## src/inc/hpbs_map.svh

```systemverilog
`ifndef HPBS_MAP_SVH
`define HPBS_MAP_SVH

// Target I/O register byte addresses
`define HPBS_PORT_CONFIG_ADDR   16'h3802
`define HPBS_SEMAPHORE_A_ADDR   16'h39F8
`define HPBS_DMA_CONFIG_ADDR    16'h3A02
`define HPBS_DMA_PAGE_ADDR      16'h3A04
`define HPBS_DMA_ADDRESS_ADDR   16'h3A06
`define HPBS_DMA_COUNT_ADDR     16'h3A08

// Values written by the sequencer
`define HPBS_PORT_CONFIG_RESET  16'h0F00
`define HPBS_PORT_CONFIG_WIDE   16'h0F01
`define HPBS_WIDE_BIT           0
`define HPBS_DMA_CFG_AUTOBUF    16'h0010
`define HPBS_DMA_CFG_START      16'h0017
`define HPBS_SEMAPHORE_RELEASE  16'h0001

// Block flag fields
`define HPBS_FLAG_MEM16_BIT     0
`define HPBS_FLAG_FINAL_BIT     1
`define HPBS_FLAG_ZERO_BIT      2

// Loader header walk: two file control words, then flag, address MSW, LSW, count
`define HPBS_HDR_FLAG_IDX       3'h2
`define HPBS_HDR_AMSW_IDX       3'h3
`define HPBS_HDR_ALSW_IDX       3'h4
`define HPBS_HDR_CNT_IDX        3'h5
`define HPBS_DMA_LAST_IDX       3'h4

`endif

```

## src/inc/hpbs_pkg.sv

```systemverilog
package hpbs_pkg;

	typedef enum logic [3:0] {
		HPBS_IDLE    = 4'b0000,
		HPBS_WID_ADR = 4'b0001,
		HPBS_WID_LO  = 4'b0010,
		HPBS_WID_HI  = 4'b0011,
		HPBS_GET_HDR = 4'b0100,
		HPBS_DMA_ADR = 4'b0101,
		HPBS_DMA_DAT = 4'b0110,
		HPBS_PAY_GET = 4'b0111,
		HPBS_PAY_PUT = 4'b1000,
		HPBS_SEM_ADR = 4'b1001,
		HPBS_SEM_DAT = 4'b1010,
		HPBS_DM_ADR  = 4'b1011,
		HPBS_DM_RD   = 4'b1100,
		HPBS_PM_ADR  = 4'b1101,
		HPBS_PM_RD   = 4'b1110,
		HPBS_FIN     = 4'b1111
	} hpbs_state_t;

	typedef enum logic [1:0] {
		HPBS_C_IDLE = 2'b00,
		HPBS_C_WAIT = 2'b01,
		HPBS_C_GAP  = 2'b10
	} hpbs_cyc_state_t;

endpackage

```

## src/core/hpbs_cycle.sv

```systemverilog
`timescale 1ns/100ps
// One port cycle: address phase or data phase, held until the target acknowledges
module hpbs_cycle import hpbs_pkg::*; (
	input  wire logic        clk_sys,
	input  wire logic        nrst,
	input  wire logic        req,
	input  wire logic        is_addr,
	input  wire logic        is_write,
	input  wire logic        is_io,
	input  wire logic        high_address_line,
	input  wire logic [15:0] wdata,
	output logic             idle,
	output logic             done,
	output logic [15:0]      rdata,
	input  wire logic        ack,
	input  wire logic [15:0] bus_in,
	output logic [15:0]      bus_out,
	output logic             bus_oe_n,
	output logic             ale,
	output logic             high_address_line_out,
	output logic             io_sel_n,
	output logic             mem_sel_n,
	output logic             wr_n,
	output logic             rd_n
);
	hpbs_cyc_state_t state_r;
	wire logic       start = req && (state_r == HPBS_C_IDLE);
	wire logic       ackd  = ack && (state_r == HPBS_C_WAIT);

	assign idle = (state_r == HPBS_C_IDLE);

	always_ff @(posedge clk_sys or negedge nrst) begin
		if (!nrst) begin
			state_r   <= HPBS_C_IDLE;
			done      <= 1'b0;
			rdata     <= 16'h0000;
			bus_out   <= 16'h0000;
			bus_oe_n  <= 1'b1;
			ale       <= 1'b0;
			high_address_line_out  <= 1'b0;
			io_sel_n  <= 1'b1;
			mem_sel_n <= 1'b1;
			wr_n      <= 1'b1;
			rd_n      <= 1'b1;
		end else begin
			done <= ackd;
			unique case (state_r)
				HPBS_C_IDLE: begin
					if (start) begin
						state_r   <= HPBS_C_WAIT;
						bus_out   <= wdata;
						bus_oe_n  <= !(is_addr || is_write);
						ale       <= is_addr;
						high_address_line_out  <= high_address_line;
						io_sel_n  <= !is_io;
						mem_sel_n <= is_io;
						wr_n      <= !(is_write && !is_addr);
						rd_n      <= !(!is_write && !is_addr);
					end
				end
				HPBS_C_WAIT: begin
					// Strobes stay until the target answers, however long it takes
					if (ackd) begin
						state_r   <= HPBS_C_GAP;
						rdata     <= bus_in;
						ale       <= 1'b0;
						io_sel_n  <= 1'b1;
						mem_sel_n <= 1'b1;
						wr_n      <= 1'b1;
						rd_n      <= 1'b1;
					end
				end
				HPBS_C_GAP: begin
					// One idle cycle lets the target drop its acknowledge
					state_r  <= HPBS_C_IDLE;
					bus_oe_n <= 1'b1;
				end
				default: state_r <= HPBS_C_IDLE;
			endcase
		end
	end
endmodule

```

## src/core/hpbs_boot.sv

```systemverilog
// Contract
// - Widen target port to 16 bits first
// - Widen with bytes 0x01 then 0x0F
// - Write autobuffer mode to DMA config
// - Write start page, then start address
// - Write word count, then start DMA
// - Payload as data cycles, no address
// - Each block header programs target DMA
// - Semaphore release only after last block
// - Release writes 0x0001 to 0x39F8
// - Data memory: address shifted one, high line
// - Program memory: address shifted two, high line
// - Check handshake locations after release
// - Final-block flag bit ends the boot
// - Zero-init block: send zeros, no payload
// - Flag bit 0 picks words per target word
// - Target address from LSW and MSW low byte
`timescale 1ns/100ps
`include "hpbs_map.svh"
module hpbs_boot import hpbs_pkg::*; (
	input  wire logic        CLK_SYS,
	input  wire logic        NRST,
	input  wire logic        START,
	output logic             BUSY,
	output logic             DONE,
	output logic             BOOT_OK,
	input  wire logic        LDR_VALID,
	input  wire logic [15:0] LDR_DATA,
	output logic             LDR_READY,
	input  wire logic [15:0] DM_CHECK_ADDR,
	input  wire logic [15:0] DM_CHECK_VALUE,
	input  wire logic [15:0] PM_CHECK_ADDR,
	input  wire logic [23:0] PM_CHECK_VALUE,
	input  wire logic [15:0] MUXED_ADDR_DATA_BUS_IN,
	output logic [15:0]      MUXED_ADDR_DATA_BUS_OUT,
	output logic             MUXED_ADDR_DATA_BUS_OE_N,
	output logic             HIGH_ADDRESS_LINE,
	output logic             ADDRESS_LATCH_STROBE,
	input  wire logic        TARGET_ACKNOWLEDGE,
	output logic             IO_SPACE_SELECT_N,
	output logic             MEMORY_SPACE_SELECT_N,
	output logic             WRITE_STROBE_N,
	output logic             READ_STROBE_N
);
	hpbs_state_t state_r;
	hpbs_state_t state_nxt;
	logic        issued_r;
	logic [2:0]  hdr_idx_r;
	logic [2:0]  dma_idx_r;
	logic [15:0] flag_r;
	logic [15:0] amsw_r;
	logic [15:0] alsw_r;
	logic [15:0] cnt_r;
	logic [16:0] words_r;
	logic [15:0] pay_r;
	logic        pm_word_r;
	logic [7:0]  pm_lo_r;
	logic        dm_ok_r;
	logic        cyc_idle;
	logic        cyc_done;
	logic [15:0] cyc_rdata;

	function automatic logic [15:0] dma_reg(input logic [2:0] idx);
		unique case (idx)
			3'h0:    dma_reg = `HPBS_DMA_CONFIG_ADDR;
			3'h1:    dma_reg = `HPBS_DMA_PAGE_ADDR;
			3'h2:    dma_reg = `HPBS_DMA_ADDRESS_ADDR;
			3'h3:    dma_reg = `HPBS_DMA_COUNT_ADDR;
			default: dma_reg = `HPBS_DMA_CONFIG_ADDR;
		endcase
	endfunction

	function automatic logic [15:0] dma_val(input logic [2:0] idx, input logic [15:0] amsw,
		input logic [15:0] alsw, input logic [15:0] cnt);
		unique case (idx)
			3'h0:    dma_val = `HPBS_DMA_CFG_AUTOBUF;
			3'h1:    dma_val = {8'h00, amsw[7:0]};
			3'h2:    dma_val = alsw;
			3'h3:    dma_val = cnt;
			default: dma_val = `HPBS_DMA_CFG_START;
		endcase
	endfunction

	wire logic        take      = LDR_READY && LDR_VALID;
	wire logic        zero_blk  = flag_r[`HPBS_FLAG_ZERO_BIT];
	wire logic        final_blk = flag_r[`HPBS_FLAG_FINAL_BIT];
	// Narrow memory takes one loader word per target word, wide memory two
	wire logic [16:0] blk_words = flag_r[`HPBS_FLAG_MEM16_BIT] ? {1'b0, cnt_r} : {cnt_r, 1'b0};
	wire hpbs_state_t after_blk = final_blk ? HPBS_SEM_ADR : HPBS_GET_HDR;
	wire hpbs_state_t pay_state = zero_blk ? HPBS_PAY_PUT : HPBS_PAY_GET;
	wire logic [16:0] dm_byte   = {DM_CHECK_ADDR, 1'b0};
	wire logic [17:0] pm_byte   = {PM_CHECK_ADDR, 2'b00};

	wire logic bus_st = (state_r != HPBS_IDLE) && (state_r != HPBS_GET_HDR)
		&& (state_r != HPBS_PAY_GET) && (state_r != HPBS_FIN);
	wire logic cyc_req = bus_st && !issued_r && cyc_idle;
	wire logic is_addr = (state_r == HPBS_WID_ADR) || (state_r == HPBS_DMA_ADR) || (state_r == HPBS_SEM_ADR)
		|| (state_r == HPBS_DM_ADR) || (state_r == HPBS_PM_ADR);
	wire logic is_read = (state_r == HPBS_DM_RD) || (state_r == HPBS_PM_RD);
	wire logic is_mem  = (state_r == HPBS_DM_ADR) || (state_r == HPBS_PM_ADR) || is_read;
	// DMA payload goes out in memory space with no address phase
	wire logic is_io   = !is_mem && (state_r != HPBS_PAY_PUT);

	wire logic [15:0] wide_val = `HPBS_PORT_CONFIG_WIDE;
	logic [15:0] cyc_wdata;
	always_comb begin
		unique case (state_r)
			HPBS_WID_ADR: cyc_wdata = `HPBS_PORT_CONFIG_ADDR;
			// Narrow port: low byte travels first, both on the low lane
			HPBS_WID_LO:  cyc_wdata = {8'h00, wide_val[7:0]};
			HPBS_WID_HI:  cyc_wdata = {8'h00, wide_val[15:8]};
			HPBS_DMA_ADR: cyc_wdata = dma_reg(dma_idx_r);
			HPBS_DMA_DAT: cyc_wdata = dma_val(dma_idx_r, amsw_r, alsw_r, cnt_r);
			HPBS_PAY_PUT: cyc_wdata = zero_blk ? 16'h0000 : pay_r;
			HPBS_SEM_ADR: cyc_wdata = `HPBS_SEMAPHORE_A_ADDR;
			HPBS_SEM_DAT: cyc_wdata = `HPBS_SEMAPHORE_RELEASE;
			HPBS_DM_ADR:  cyc_wdata = dm_byte[15:0];
			HPBS_PM_ADR:  cyc_wdata = pm_byte[15:0];
			default:      cyc_wdata = 16'h0000;
		endcase
	end

	always_comb begin
		state_nxt = state_r;
		unique case (state_r)
			HPBS_IDLE:    if (START) state_nxt = HPBS_WID_ADR;
			HPBS_WID_ADR: if (cyc_done) state_nxt = HPBS_WID_LO;
			HPBS_WID_LO:  if (cyc_done) state_nxt = HPBS_WID_HI;
			HPBS_WID_HI:  if (cyc_done) state_nxt = HPBS_GET_HDR;
			HPBS_GET_HDR: if (take && hdr_idx_r == `HPBS_HDR_CNT_IDX) state_nxt = HPBS_DMA_ADR;
			HPBS_DMA_ADR: if (cyc_done) state_nxt = HPBS_DMA_DAT;
			HPBS_DMA_DAT: begin
				if (cyc_done) begin
					if (dma_idx_r != `HPBS_DMA_LAST_IDX)
						state_nxt = HPBS_DMA_ADR;
					else if (blk_words == 17'h00000)
						state_nxt = after_blk;
					else
						state_nxt = pay_state;
				end
			end
			HPBS_PAY_GET: if (take) state_nxt = HPBS_PAY_PUT;
			HPBS_PAY_PUT: begin
				if (cyc_done)
					state_nxt = (words_r == 17'h00001) ? after_blk : pay_state;
			end
			HPBS_SEM_ADR: if (cyc_done) state_nxt = HPBS_SEM_DAT;
			HPBS_SEM_DAT: if (cyc_done) state_nxt = HPBS_DM_ADR;
			HPBS_DM_ADR:  if (cyc_done) state_nxt = HPBS_DM_RD;
			HPBS_DM_RD:   if (cyc_done) state_nxt = HPBS_PM_ADR;
			HPBS_PM_ADR:  if (cyc_done) state_nxt = HPBS_PM_RD;
			HPBS_PM_RD:   if (cyc_done && pm_word_r) state_nxt = HPBS_FIN;
			HPBS_FIN:     state_nxt = HPBS_IDLE;
		endcase
	end

	always_ff @(posedge CLK_SYS or negedge NRST) begin
		if (!NRST) begin
			state_r   <= HPBS_IDLE;
			issued_r  <= 1'b0;
			LDR_READY <= 1'b0;
			BUSY      <= 1'b0;
			DONE      <= 1'b0;
		end else begin
			state_r   <= state_nxt;
			issued_r  <= cyc_done ? 1'b0 : (issued_r || cyc_req);
			LDR_READY <= (state_nxt == HPBS_GET_HDR) || (state_nxt == HPBS_PAY_GET);
			BUSY      <= (state_nxt != HPBS_IDLE);
			DONE      <= (state_r == HPBS_FIN);
		end
	end

	// Header capture; file control words are read and dropped
	always_ff @(posedge CLK_SYS or negedge NRST) begin
		if (!NRST) begin
			hdr_idx_r <= 3'h0;
			flag_r    <= 16'h0000;
			amsw_r    <= 16'h0000;
			alsw_r    <= 16'h0000;
			cnt_r     <= 16'h0000;
			pay_r     <= 16'h0000;
		end else if (state_r == HPBS_IDLE) begin
			hdr_idx_r <= 3'h0;
		end else if (take) begin
			if (state_r == HPBS_PAY_GET)
				pay_r <= LDR_DATA;
			else begin
				unique case (hdr_idx_r)
					`HPBS_HDR_FLAG_IDX: flag_r <= LDR_DATA;
					`HPBS_HDR_AMSW_IDX: amsw_r <= LDR_DATA;
					`HPBS_HDR_ALSW_IDX: alsw_r <= LDR_DATA;
					`HPBS_HDR_CNT_IDX:  cnt_r  <= LDR_DATA;
					default:            ;
				endcase
				hdr_idx_r <= (hdr_idx_r == `HPBS_HDR_CNT_IDX) ? `HPBS_HDR_FLAG_IDX : hdr_idx_r + 3'h1;
			end
		end
	end

	always_ff @(posedge CLK_SYS or negedge NRST) begin
		if (!NRST) begin
			dma_idx_r <= 3'h0;
			words_r   <= 17'h00000;
		end else if (state_r == HPBS_GET_HDR) begin
			dma_idx_r <= 3'h0;
		end else if (cyc_done && state_r == HPBS_DMA_DAT) begin
			dma_idx_r <= dma_idx_r + 3'h1;
			words_r   <= blk_words;
		end else if (cyc_done && state_r == HPBS_PAY_PUT) begin
			words_r   <= words_r - 17'h00001;
		end
	end

	// Handshake check after release
	always_ff @(posedge CLK_SYS or negedge NRST) begin
		if (!NRST) begin
			pm_word_r <= 1'b0;
			pm_lo_r   <= 8'h00;
			dm_ok_r   <= 1'b0;
			BOOT_OK   <= 1'b0;
		end else if (START && state_r == HPBS_IDLE) begin
			BOOT_OK   <= 1'b0;
			pm_word_r <= 1'b0;
		end else if (cyc_done && state_r == HPBS_DM_RD) begin
			dm_ok_r <= (cyc_rdata == DM_CHECK_VALUE);
		end else if (cyc_done && state_r == HPBS_PM_RD) begin
			pm_word_r <= !pm_word_r;
			if (!pm_word_r)
				pm_lo_r <= cyc_rdata[15:8];
			else
				BOOT_OK <= dm_ok_r && ({cyc_rdata, pm_lo_r} == PM_CHECK_VALUE);
		end
	end

	hpbs_cycle u_cycle (
		.clk_sys   (CLK_SYS),
		.nrst      (NRST),
		.req       (cyc_req),
		.is_addr   (is_addr),
		.is_write  (!is_read),
		.is_io     (is_io),
		.high_address_line      (is_mem && is_addr),
		.wdata     (cyc_wdata),
		.idle      (cyc_idle),
		.done      (cyc_done),
		.rdata     (cyc_rdata),
		.ack       (TARGET_ACKNOWLEDGE),
		.bus_in    (MUXED_ADDR_DATA_BUS_IN),
		.bus_out   (MUXED_ADDR_DATA_BUS_OUT),
		.bus_oe_n  (MUXED_ADDR_DATA_BUS_OE_N),
		.ale       (ADDRESS_LATCH_STROBE),
		.high_address_line_out  (HIGH_ADDRESS_LINE),
		.io_sel_n  (IO_SPACE_SELECT_N),
		.mem_sel_n (MEMORY_SPACE_SELECT_N),
		.wr_n      (WRITE_STROBE_N),
		.rd_n      (READ_STROBE_N)
	);
endmodule

```

## config.mk

```make
export PLATFORM = sky130hd
export DESIGN_NAME = hpbs_boot
export DESIGN_NICKNAME = d
export VERILOG_FILES = /design/src/inc/hpbs_pkg.sv /design/src/core/hpbs_cycle.sv /design/src/core/hpbs_boot.sv
export VERILOG_INCLUDE_DIRS = /design/src /design/src/inc
export SDC_FILE = /design/constraint.sdc
export NUM_CORES = 1
export LEC_CHECK = 0
export BUFFER_PORTS_ARGS = -buffer_cell sky130_fd_sc_hd__clkbuf_2
export CAP_MARGIN = 20
export CORE_MARGIN = 1
export CORE_UTILIZATION = 40
export DETAILED_ROUTE_END_ITERATION = 16
export HOLD_SLACK_MARGIN = 0.08
export PLACE_DENSITY_LB_ADDON = 0.12
export SYNTH_ARGS = -nofsm -noshare
export SYNTH_HDL_FRONTEND = slang
export SYNTH_SLANG_ARGS = --single-unit
```

## constraint.sdc

```tcl
create_clock -name CLK_SYS -period 2.7 [get_ports CLK_SYS]
set_input_delay 0 -clock CLK_SYS [delete_from_list [all_inputs] [get_ports CLK_SYS]]
set_output_delay 0 -clock CLK_SYS [all_outputs]
set_load 0.01 [all_outputs]
```

==> reports/metrics.yaml <==
status:
  status: "complete, no violations"
sta:
  fin_worst_skew_ns: 0.01129
  final-hold-violation-count: 0
  slew_headroom: 0.4047
  final-setup-viol-count: 0
  maxSlewViolCount: 0
  finalCriticalPeriod_ns: 2.618
  fmax_mhz: 382.0
  hold_slack_ns: 0.09532
  setup_slack_ns: 0.08246
  rsz0062_at_grt: "no"
  period_share: 0.9695
  tightest_slew_ns: 0.8891
routing:
  routedWlPerCell_um: 18.79
  wirelength_mm: 22.70
  first_pass_iters: 6
  vias: 6685
  via_per_inst: 5.534
  drt_iter0_drc: 448
  ant_nets: 0
  drc: 0
critical_path:
  critPathMaxFanout: 12
  startpoint_type: "register"
  cp_slowest_cell: "dlygate4sd3_1"
  reg2reg_depth: 7
  timing.rr.end: "u_cycle.bus_out[10]$_DFFE_PN0P_"
  critPathMostFrequentCell: "buf_4"
  cp_slowest_stage_delay_ns: 0.56
  crit_type: "register to register"
  timing.rr.start: "state_r[1]$_DFF_PN0_"
  crit_chain: "buf_4 -> nor2b_2 -> buf_4 -> a22o_1 -> dlygate4sd3_1 -> a221oi_1 -> o21ai_0"
  r2r_setup_slack_ns: 0.08
  worst-endpoint-arrival_ns: 2.91
  crit_path_end_kind: "register"
  critPathRequiredTime_ns: 2.99
logic_synthesis:
  yosysMostFrequentCell: "dfrtp_1"
  synthTopCellsByCount: "138 x dfrtp_1, 93 x nand2_1, 69 x mux2_2"
  synthDistinctLibCells: 66
  synthTopCellsByArea: "dfrtp_1 45%, mux2_2 10%, nand2_1 4.6%, xor2_1 3.8%, o21ai_0 3.7%"
  syn_inst: 760
  post_synth.cell_area_avg_um2: 10.01
  yosys.area.top_type: "dfrtp_1"
  syn-cell-area_mm2: 0.007605
  syn_nets: 881
  postSynth.asyncResetShare: 1.000
  ys_seq_elements: 143
  synth_top_area_share: 0.4541
  ys_seq_area_frac: 0.4714
  synth_ff_type: "dfrtp_1"
  synth_edf_count: 0
  yosys_warnings: 0
min_path:
  hold_start: "PM_CHECK_ADDR[4]"
  holdCritPathClass: "primary input to register"
  min_path_cells: 5
  hold_path_end: "u_cycle.bus_out[6]$_DFFE_PN0P_"
floorplanning:
  start_util: 0.4079
  die_w_um: 139.9
  num_io_pins: 136
  core_mm2: 0.01864
  num_rows: 50
  die_h_um: 139.9
  dieArea_mm2: 0.01957
grt:
  antenna_found_initial: 0
  grt_max_degree: 70
  grt-ovfl-total: 0
  grt_pass1_wl_mm: 36.87
  grt_pass1_vias: 6866
  grt_usage: 0.2451
placed_design:
  dp_hpwl_mm: 16.74
  portBuffers: 132
  gp_congestion: 0.8707
  dp_slack_ns: -0.1127
  placed_area_mm2: 0.008761
cts:
  cts_buffers: 17
  clk_path_buf_depth: 2
  cts_sinks: 143
  cts_root_buf: "clkbuf_16"
  h-tree-depth: 4
  cts_tree: "yes"
  path_clk_slew_ns: 0.06
  clk_latency_ns: 0.44
power_and_ir_drop:
  internal_power_w: 0.006115
  clkPwrFrac: 0.251
  power_frac_comb: 0.360
  p_sw_frac: 0.3663
  total_leakage_power_nw: 4.591
  seqPwrFrac: 0.389
  p_switching_w: 0.003535
  power_density_mw_per_mm2: 979.6
  ir_worst_vdd_v: 0.0004874
cells_and_area:
  final_nets: 1082
  n_fill_cell: 1696
  drive_gt1_frac: 0.3080
  area_delta_synth_final_pct: 29.55
  fin_area_mm2: 0.009852
  antenna_cells: 0
run:
  maxCapViolations: 0
-- layout by cell type, fill, tap and decap left out, types with 7 or more instances in the layout --
cell and instances:
clkbuf_2 131, a211oi_1 11, buf_4 41, mux2i_1 9, nor2b_1 12, xor2_1 33
dlygate4sd3_1 46, nor3_1 14, a22o_1 8, dfrtp_1 138, nor4_1 15, ha_1 12
inv_1 26, xnor2_1 21, a22oi_1 13, mux2_2 68, o21ai_0 56, nor2_1 38
nand3_1 15, clkbuf_16 17, nand2_1 93, a21oi_1 44, a221oi_1 7
-- power groups by stage --
stage / Clock (W) / Combinational [W] / Sequential [W]
CTS: 0.00246 / 0.00349 / 0.00374
detailed placement: 0 / 0.00337 / 0.00377
finish: 0.00243 / 0.00347 / 0.00375
global placement: 0 / 0.00329 / 0.00372
floorplan: 0 / 0.00217 / 0.00363
global route: 0.00256 / 0.00385 / 0.00386
-- cell type report --
cell class	instances	area, µm²	share of cell area
Clock buffer	21	480.5	0.04877
Clock inverter	11	127.6	0.01295
Inverter	27	101.3	0.01029
Multi-Input combinational cell	550	3770	0.3827
Sequential cell	143	3585	0.3639
Tap cell	234	292.8	0.02972
Timing Repair Buffer	222	1495	0.1518
-- worst max path at each step --
| stage | start | to | slack, ns | depth (start not counted) |
|---|---|---|---|---|
| 2_1_floorplan | words_r[1]$_DFFE_PN0P_ | LDR_READY$_DFF_PN0_ | 0.0002 | 9 |
| 3_3_place_gp | words_r[1]$_DFFE_PN0P_ | LDR_READY$_DFF_PN0_ | -0.07 | 9 |
| 3_5_place_dp | words_r[1]$_DFFE_PN0P_ | LDR_READY$_DFF_PN0_ | -0.11 | 9 |
| 4_1_cts | words_r[1]$_DFFE_PN0P_ | LDR_READY$_DFF_PN0_ | 0.04 | 9 |
| 5_1_grt | state_r[1]$_DFF_PN0_ | u_cycle.bus_out[10]$_DFFE_PN0P_ | 0.01 | 7 |
| 6_report | state_r[1]$_DFF_PN0_ | u_cycle.bus_out[10]$_DFFE_PN0P_ | 0.08 | 7 |
-- through the flow --
step                      total power, W  instances  setup TNS [ns]    util
after floorplan                 0.005795        760               0       -
after global placement          0.007010       1129        -0.06828  0.4699
after detailed placement        0.007144       1129         -0.1260  0.4699
after CTS                       0.009689       1208               0  0.5283
after global routing             0.01027       1208               0  0.5285
final                           0.009651       1208               0  0.5285
-- critical path, delay by kind of cell (launching register included) --
family	cells	cell delay, ns
buf+inv	3	0.97
compound gates	3	0.76
flops	1	0.52
simple gates	1	0.20
-- sequential cells by signal, indices dropped and copies added, names as in the netlist, 2 cells and up --
register	flops
amsw_r	8
words_r	17
u_cycle.rdata	16
state_r	4
u_cycle.bus_out	16
dma_idx_r	3
pm_lo_r	8
alsw_r	16
flag_r	3
hdr_idx_r	3
u_cycle.state_r	2
cnt_r	16
pay_r	16
-- routing by layer --
metal	GRT usage	vias up	part of all wire
met5	0	-	0
met2	0.4005	189	0.48
met3	0.04026	29	0.041
met4	0.07287	0	0.016
li1	-	3130	-
met1	0.3339	3337	0.46
-- repair_timing --
item,CTS,global route
resized for setup,3,1
endpoints found under the setup margin,2,4
hold buffers,46,0
pin swaps,2,1
setup buffers,1,0
endpoints found under the hold margin,151,0
-- cell families (layout without fill, tap and decap cells) --
kind of cell | Yosys count | after routing | share of synthesized area
flip-flops | 143 | 143 | 0.4714
adder cells (fa/ha/maj) | 12 | 12 | 0.01974
AO/OA/AOI/OAI | 173 | 173 | 0.1435
AND/OR/NAND/NOR | 233 | 233 | 0.1543
multiplexers | 78 | 78 | 0.1140
XOR/XNOR | 54 | 54 | 0.06219
buffers and inverters | 67 | 281 | 0.03488
No activity file was read; power rests on OpenSTA's default activity.
